File: src/include/eye_monitor_defines.vh
// Functional notes
// RULE1: voltage code 0 low, 127 zero, 255 high
// RULE2: phase code clamped to 0 through 127
// RULE3: voltage bits 15:8, phase 7:0, four words
// RULE4: status bit 8 full/partial on plain scan
// RULE5: bit 8 undefined after shape scan
// RULE6: state field bits 1:0, four codes
// RULE7: start and state form four-way handshake
// RULE8: lock loss or sleep gives abort code
// RULE9: 16-bit partial segment byte size readable
// RULE10: start, busy, done/abort, start low, idle
// RULE11: reserved bits and addresses read zero
`ifndef EYE_MONITOR_DEFINES_VH
`define EYE_MONITOR_DEFINES_VH

// ****************************************
// register offsets (word addresses)
// ****************************************
`define ADDR_SCAN_SIZE 8'h8b
`define ADDR_LEFT_EDGE 8'h8c
`define ADDR_TOP_EDGE 8'h8d
`define ADDR_RIGHT_EDGE 8'h8e
`define ADDR_BOTTOM_EDGE 8'h8f
`define ADDR_STATE 8'h90

// ****************************************
// monitor state codes
// ****************************************
`define ST_IDLE 2'h0
`define ST_BUSY 2'h1
`define ST_DONE 2'h2
`define ST_ABORT 2'h3

// ****************************************
// fields and limits
// ****************************************
`define PARTIAL_BIT 8
`define PHASE_MAX 8'h7f
`define ZERO16 16'h0000
`define ZERO8 8'h00
`define STATE_MSB 1
`define STATE_LSB 0

// ****************************************
// default widths and counts
// ****************************************
`define CODE_BITS 8
`define WORD_BITS 16
`define EDGE_WORDS 4
`define ADDR_BITS 8

`endif

File: src/verilog/eye_monitor_result_status_regs.v
`timescale 1ns/1ps
`include "eye_monitor_defines.vh"

module eye_monitor_result_status_regs #(
  // result word layout
  parameter CODE_W = `CODE_BITS,
  parameter WORD_W = `WORD_BITS,
  parameter EDGE_COUNT = `EDGE_WORDS,
  parameter ADDR_W = `ADDR_BITS
) (
  // clock and reset
  input wire i_clk,
  input wire i_arst_n,
  // serial control register read port
  input wire i_rd_en,
  input wire [ADDR_W-1:0] i_rd_addr,
  output reg [WORD_W-1:0] o_rd_data,
  // host start control
  input wire i_monitor_start_request,
  input wire i_shape_scan_select,
  // monitor engine
  input wire i_scan_done,
  input wire i_scan_partial,
  input wire [EDGE_COUNT*CODE_W-1:0] i_voltage_codes,
  input wire [EDGE_COUNT*CODE_W-1:0] i_phase_codes,
  input wire [WORD_W-1:0] i_segment_bytes,
  input wire i_cdr_locked,
  input wire i_sleep,
  // engine control and state
  output reg o_engine_run,
  output reg [1:0] o_monitor_state_field
);

  // ****************************************
  // state codes
  // ****************************************
  // the state register doubles as the reported field, so codes equal field codes
  localparam [1:0] S_IDLE = `ST_IDLE;
  localparam [1:0] S_BUSY = `ST_BUSY;
  localparam [1:0] S_DONE = `ST_DONE;
  localparam [1:0] S_ABORT = `ST_ABORT;

  // ****************************************
  // decode helpers
  // ****************************************
  // either condition stops a running scan and refuses a new one
  function is_fault;
    input locked;
    input asleep;
    begin
      is_fault = !locked || asleep;
    end
  endfunction

  // edge words sit at four consecutive word addresses
  function is_edge_addr;
    input [ADDR_W-1:0] addr;
    begin
      is_edge_addr = (addr >= `ADDR_LEFT_EDGE) && (addr <= `ADDR_BOTTOM_EDGE);
    end
  endfunction

  // slot of an edge word, counted from the left edge address
  function [1:0] edge_slot;
    input [ADDR_W-1:0] addr;
    reg [ADDR_W-1:0] diff;
    begin
      diff = addr - `ADDR_LEFT_EDGE;
      edge_slot = diff[1:0];
    end
  endfunction

  // status word: state in the low bits, full/partial flag above, rest zero
  function [WORD_W-1:0] status_word;
    input partial;
    input [1:0] state;
    begin
      status_word = `ZERO16;
      status_word[`PARTIAL_BIT] = partial; // [RULE4]
      status_word[`STATE_MSB:`STATE_LSB] = state; // [RULE6] [RULE11]
    end
  endfunction

  // ****************************************
  // internal state
  // ****************************************
  reg [1:0] state_reg;
  reg [1:0] state_next;
  reg partial_reg;
  reg partial_next;
  reg [WORD_W-1:0] size_reg;
  reg [WORD_W-1:0] rd_next;
  reg [WORD_W-1:0] edge_sel;
  wire fault;
  wire capture;
  wire [EDGE_COUNT*WORD_W-1:0] edge_words;

  assign fault = is_fault(i_cdr_locked, i_sleep); // [RULE8]
  // fault beats done in one cycle: an aborted scan leaves the older results readable
  assign capture = (state_reg == S_BUSY) && !fault && i_scan_done;

  // ****************************************
  // handshake state machine
  // ****************************************
  always @* begin
    state_next = state_reg;
    case (state_reg)
      S_IDLE: begin
        if (i_monitor_start_request) begin // [RULE7] [RULE10]
          // abort right away when a fault already holds at the request
          state_next = fault ? S_ABORT : S_BUSY; // [RULE8]
        end
      end
      S_BUSY: begin
        if (fault) begin
          state_next = S_ABORT; // [RULE8]
        end else if (i_scan_done) begin
          state_next = S_DONE; // [RULE10]
        end
      end
      S_DONE, S_ABORT: begin
        // result held until the host drops start
        if (!i_monitor_start_request) begin
          state_next = S_IDLE; // [RULE7] [RULE10]
        end
      end
      default: begin
        state_next = S_IDLE;
      end
    endcase
  end

  always @(posedge i_clk or negedge i_arst_n) begin
    if (!i_arst_n) begin
      state_reg <= S_IDLE;
    end else begin
      state_reg <= state_next;
    end
  end

  // ****************************************
  // registered outputs
  // ****************************************
  // taken from the next state so the pins change on the same edge as state_reg
  always @(posedge i_clk or negedge i_arst_n) begin
    if (!i_arst_n) begin
      o_monitor_state_field <= S_IDLE;
      o_engine_run <= 1'h0;
    end else begin
      o_monitor_state_field <= state_next; // [RULE6]
      o_engine_run <= (state_next == S_BUSY); // [RULE10]
    end
  end

  // ****************************************
  // result capture
  // ****************************************
  // shape scan leaves bit 8 undefined; zero is reported there so reads stay stable
  always @* begin
    partial_next = partial_reg;
    if (capture) begin
      partial_next = i_shape_scan_select ? 1'h0 : i_scan_partial; // [RULE4] [RULE5]
    end
  end

  always @(posedge i_clk or negedge i_arst_n) begin
    if (!i_arst_n) begin
      partial_reg <= 1'h0;
    end else begin
      partial_reg <= partial_next;
    end
  end

  always @(posedge i_clk or negedge i_arst_n) begin
    if (!i_arst_n) begin
      size_reg <= `ZERO16;
    end else if (capture) begin
      size_reg <= i_segment_bytes; // [RULE9]
    end
  end

  // ****************************************
  // edge result words: left, top, right, bottom
  // ****************************************
  genvar g;
  generate
    for (g = 0; g < EDGE_COUNT; g = g + 1) begin : g_edge
      eye_edge_store u_store (
        .i_clk(i_clk),
        .i_arst_n(i_arst_n),
        .i_load(capture),
        .i_voltage_code(i_voltage_codes[g*CODE_W +: CODE_W]),
        .i_phase_code(i_phase_codes[g*CODE_W +: CODE_W]),
        .o_word(edge_words[g*WORD_W +: WORD_W])
      ); // [RULE3]
    end
  endgenerate

  // ****************************************
  // read decode
  // ****************************************
  // one shared selector instead of a mux leg per edge word
  always @* begin
    edge_sel = edge_words[edge_slot(i_rd_addr)*WORD_W +: WORD_W]; // [RULE3]
  end

  always @* begin
    rd_next = `ZERO16; // [RULE11]
    if (i_rd_addr == `ADDR_SCAN_SIZE) begin
      rd_next = size_reg; // [RULE9]
    end else if (is_edge_addr(i_rd_addr)) begin
      rd_next = edge_sel; // [RULE1] [RULE2] [RULE3]
    end else if (i_rd_addr == `ADDR_STATE) begin
      rd_next = status_word(partial_reg, state_reg); // [RULE4] [RULE6]
    end
  end

  // all registers read-only; no write path exists, so writes cannot land [RULE11]
  // read data holds between strobes, so a slow host may sample it late
  always @(posedge i_clk or negedge i_arst_n) begin
    if (!i_arst_n) begin
      o_rd_data <= `ZERO16;
    end else if (i_rd_en) begin
      o_rd_data <= rd_next;
    end
  end

endmodule // eye_monitor_result_status_regs

File: src/verilog/eye_edge_store.v
`timescale 1ns/1ps
`include "eye_monitor_defines.vh"

// holds one edge result word; phase clamped on capture
module eye_edge_store (
  // clock and reset
  input wire i_clk,
  input wire i_arst_n,
  // capture
  input wire i_load,
  input wire [7:0] i_voltage_code,
  input wire [7:0] i_phase_code,
  // result
  output reg [15:0] o_word
);

  always @(posedge i_clk or negedge i_arst_n) begin
    if (!i_arst_n) begin
      o_word <= `ZERO16;
    end else if (i_load) begin
      o_word[15:8] <= i_voltage_code; // [RULE1] [RULE3]
      o_word[7:0] <= (i_phase_code > `PHASE_MAX) ? `PHASE_MAX : i_phase_code; // [RULE2] [RULE3]
    end
  end

endmodule // eye_edge_store

File: config.mk
export PLATFORM = sky130hd
export DESIGN_NAME = eye_monitor_result_status_regs
export DESIGN_NICKNAME = d
export VERILOG_FILES = /design/src/verilog/eye_monitor_result_status_regs.v /design/src/verilog/eye_edge_store.v
export VERILOG_INCLUDE_DIRS = /design/src /design/src/include
export SDC_FILE = /design/constraint.sdc
export NUM_CORES = 1
export LEC_CHECK = 0
export ABC_AREA = 1
export BUFFER_PORTS_ARGS = -buffer_cell sky130_fd_sc_hd__buf_2
export CELL_PAD_IN_SITES_DETAIL_PLACEMENT = 2
export CELL_PAD_IN_SITES_GLOBAL_PLACEMENT = 2
export CORE_MARGIN = 3
export CORE_UTILIZATION = 25
export DETAILED_ROUTE_END_ITERATION = 7
export GPL_ROUTABILITY_DRIVEN = 0
export HOLD_SLACK_MARGIN = 0.08
export PLACE_DENSITY = 0.8
export SETUP_SLACK_MARGIN = 0.15
export SLEW_MARGIN = 30
export SYNTH_ARGS = -nofsm -noshare
export SYNTH_HDL_FRONTEND = slang
export SYNTH_SLANG_ARGS = --single-unit
File: constraint.sdc
create_clock -name i_clk -period 2.5 [get_ports i_clk]
set_input_delay 0 -clock i_clk [delete_from_list [all_inputs] [get_ports i_clk]]
set_output_delay 0 -clock i_clk [all_outputs]
set_load 0.02 [all_outputs]
==> results list <==
* Xor/xnor cell area share of the yosys netlist: 0
- For this design, the slowest cell found on the critical path is sky130_fd_sc_hd__dlygate4sd3_1.
- Data on the critical path arrives at its endpoint at 2.51 ns.
* DRC violation count after routing: 0
- Synth top area cells: sky130_fd_sc_hd__dfrtp_1 53%, sky130_fd_sc_hd__nand2_1 16%, sky130_fd_sc_hd__o21ai_0 11%, sky130_fd_sc_hd__inv_1 7.4%, sky130_fd_sc_hd__nand3_1 4.4%
- Syn avg cell area: 7.81 um^2
- The worst hold path passes through 7 cells.
- Full die area: 20600 um^2
- For flop-to-flop paths, the worst setup slack is 0.26 ns.
- The clock passes through at most 2 buffers.
* FP Rows: 49
- Detail-routed via count per cell: 4.51
- After synthesis, the largest family of logic cells by area is simple AND/OR/NAND/NOR gates.
* Part of the power in registers: 0.456
* Critical path endpoint category: register
* Switch Pwr: 1.67 mW
- Dividing the final minimum period by the clock period gives 0.897.
- For this configuration, the core starts out at a cell density of 0.259.
- Buffers placed on the I/O ports in this run total 115.
- GRT overflow: 0
- IR analysis of the VDD net gives a maximum drop of 338 uV.
* Total negative setup slack: 0 ns
- Floorplan die height: 144 um
- After layout, the minimum clock period comes to 2.24 ns.
- After clock tree synthesis, the clock-pin slew on the worst setup and hold paths is 0.07 ns.
* Share of the synthesized area in compound gates (AO/OA/AOI/OAI): 0.130
- Most frequent cells in the layout: 200 x sky130_fd_sc_hd__nand2_1, 114 x sky130_fd_sc_hd__buf_2, 105 x sky130_fd_sc_hd__o21ai_0
- The first global-routing pass estimated 28100 um of wire.
- End point of the most critical hold path: o_rd_data[8]
* Cell depth of the worst flop-to-flop path: 10
* Switching fraction of total power: 0.320
- Flip-flop and latch count after synthesis: 100
- Sequential cell area fraction in the yosys report: 0.528
- Final worst-path setup slack: 0.257 ns
- Iteration count of the initial detailed-routing pass: 4
- For this block, the via count after detailed routing is 4755.
* Width of the die: 144 um
- Internal power comes to 3.56 mW.
* Crit-path most repeated cell: sky130_fd_sc_hd__o21ai_0
- Summing internal, switching and leakage power gives 5.23 mW.
- After the first detailed-routing iteration, the DRC count stood at 231.
- Multiplexer share of the synthesized area: 0
- Slew at the pin with the worst max-slew slack: 0.636 ns
- Max FFs per register: 64
- Worst slack, placed: 0.606 ns
- Walking the worst path, the cells encountered are inv_1, nor2_2, nand2_2, nor3_4, buf_6, buf_12, clkbuf_16, o21ai_0, dlygate4sd3_1, o21ai_0.
- Largest net degree at the start of global routing: 56
- For this block, the routed nets add up to 18400 um of wire.
- Of the total power, combinational logic draws 0.269.
* Number of levels in the clock H-tree: 3
* Synthesized net count: 704
- Total clock buffers created by CTS: 9
- Leaving out fill and tap cells, the most frequent cell in the layout is sky130_fd_sc_hd__nand2_1.
- In this run the most critical hold path is launched from i_rd_addr[2].
- Via count of the first global-routing pass: 5257
- Worst-path fanout max: 12
- Number of endpoints failing setup at the final stage: 0
- The largest single stage delay on the critical path is 0.57 ns.
- The count of final max-slew check failures was 0.
- In this run the critical register-to-register path is launched from o_monitor_state_field[0].
- At the end of the flow, the number of nets in the layout was 920.
- Of the cells placed in the final design, the portion with a size suffix greater than 1 is 0.185.
* Class of the most critical hold timing path: input pin to register
- The worst pin sits at a relative slew slack of 0.576.
- Timing would allow up to 446 MHz.
* Critical Path Source Type: register
- Clock tree root buffer cell: sky130_fd_sc_hd__clkbuf_16
* Number of distinct standard cells referenced by the synthesized netlist: 20
- Clock tree from TritonCTS: yes
- At the worst endpoint, the required time is 2.77 ns.
- The mapped netlist covers 4740 um^2.
- Cell count after synthesis: 607
- Leakage power: 3.50 nW
- Average wire per cell in the routed design: 17.5 um
* Total inserted antenna cells: 0
* End of the worst register-to-register path: g_edge[1].u_store.o_word[5]
- The count of nets left with antenna violations once routing finished came out at 0.
- The number of antenna violations at the first check in global routing was 0.
* Max-cap violation count: 0
* HPWL after DPL: 11500 um
* Status: finished clean
- Clock net sink count: 100
- Global routing usage summed across all routing layers: 0.177
- Power spread over the standard cell area amounts to 748 nW/um^2.
* Total I/O pin count: 116
- Type of the setup path with the least slack: register to register
* Core area: 18300 um^2
- Setup repair after global routing missed its margin: no
- The number of endpoints with negative hold slack in the final report is 0.
- Of all cell types, the one taking the most synthesized area is sky130_fd_sc_hd__dfrtp_1.
- Area fraction of the dominant cell type after synthesis: 0.528
- Arithmetic-cell share of the synthesized area counting full adders, half adders and majority gates: 0
* Clock share of power: 0.276
* Max Clock Skew: 0.00882 ns
* Synth warn: 0
- Growth of design area from synthesis to finish: 47.6%
- Of the total synthesized cell area, the portion taken by AND, OR, NAND and NOR gates is 0.226.
* Skew-Pair Late Insertion Delay: 0.35 ns
## stage by stage
step	cells	utilization	area, um^2	hold WS (ns)
final	1055	0.383	6990	0.114
after global routing	1055	0.383	6990	0.155
after CTS	1048	0.376	6860	0.0987
after detailed placement	928	0.302	5510	0.0634
after global placement	928	0.302	5510	0.0564
after floorplan	607	-	4740	-0.296
## logic make-up (layout without fill, tap and decap cells)
kind of cell	Yosys count	count (layout)
flops	100	100
compound gates	121	121
simple gates	260	260
buf+inv	126	345
## cells in the mapped netlist
cell type / count
sky130_fd_sc_hd__a211oi_1: 1
sky130_fd_sc_hd__a31oi_1: 1
sky130_fd_sc_hd__buf_2: 11
sky130_fd_sc_hd__buf_4: 3
sky130_fd_sc_hd__buf_6: 7
sky130_fd_sc_hd__clkbuf_1: 11
sky130_fd_sc_hd__clkinv_1: 1
sky130_fd_sc_hd__dfrtp_1: 100
sky130_fd_sc_hd__inv_1: 93
sky130_fd_sc_hd__nand2_1: 200
sky130_fd_sc_hd__nand2_2: 2
sky130_fd_sc_hd__nand3_1: 42
sky130_fd_sc_hd__nand3b_1: 1
sky130_fd_sc_hd__nor2_1: 10
sky130_fd_sc_hd__nor2_2: 2
sky130_fd_sc_hd__nor3_4: 2
sky130_fd_sc_hd__o2111a_1: 1
sky130_fd_sc_hd__o21ai_0: 105
sky130_fd_sc_hd__o21ai_1: 13
sky130_fd_sc_hd__or2_2: 1
## per-layer routing
layer / GRT usage / wire length (um) / vias to the layer above
li1: - / - / 2308
met1: 0.234 / 8590 / 2344
met2: 0.304 / 9110 / 88
met3: 0.0223 / 469 / 15
met4: 0.0505 / 258 / 0
met5: 0 / 0 / -
## worst max-delay path by stage
stage / endpoint / slack [ns] / start / cells past startpoint
after global placement: g_edge[2].u_store.o_word[0] / 0.74 / o_monitor_state_field[1] / 7
after detailed placement: g_edge[0].u_store.o_word[1] / 0.61 / o_monitor_state_field[0] / 8
after CTS: g_edge[3].u_store.o_word[6] / 0.18 / o_monitor_state_field[0] / 9
final: g_edge[1].u_store.o_word[5] / 0.26 / o_monitor_state_field[0] / 10
after global routing: g_edge[3].u_store.o_word[0] / 0.09 / o_monitor_state_field[0] / 10
after floorplan: g_edge[1].u_store.o_word[4] / 1.03 / o_monitor_state_field[0] / 7
## final cells by class
type / instances / area (um^2)
Fill cell: 2061 / 11300
Sequential cell: 100 / 2500
Timing Repair Buffer: 237 / 1880
Multi-Input combinational cell: 381 / 1690
Inverter: 94 / 353
Tap cell: 229 / 287
Clock buffer: 12 / 256
Clock inverter: 2 / 35.0
## critical path: cells and delay by family (launching register included)
family / cells / cell delay [ns]
buffers and inverters: 5 / 1.12
flip-flops: 1 / 0.38
AND/OR/NAND/NOR: 3 / 0.50
AO/OA/AOI/OAI: 2 / 0.16
## power groups by stage
stage	combinational [mW]	clock [mW]	sequential [mW]
2_1_floorplan	0.788	0	2.37
3_3_place_gp	1.21	0	2.38
3_5_place_dp	1.27	0	2.42
4_1_cts	1.41	1.48	2.39
5_1_grt	1.64	1.55	2.45
6_report	1.41	1.44	2.38
## repair_timing
item                                    4_1_cts  5_1_grt
gates resized for setup                       0        3
endpoints found under the setup margin        0       11
endpoints found under the hold margin       138        0
hold buffers                                106        0
buffers inserted                              0        6
No activity file was read; power rests on OpenSTA's default activity.
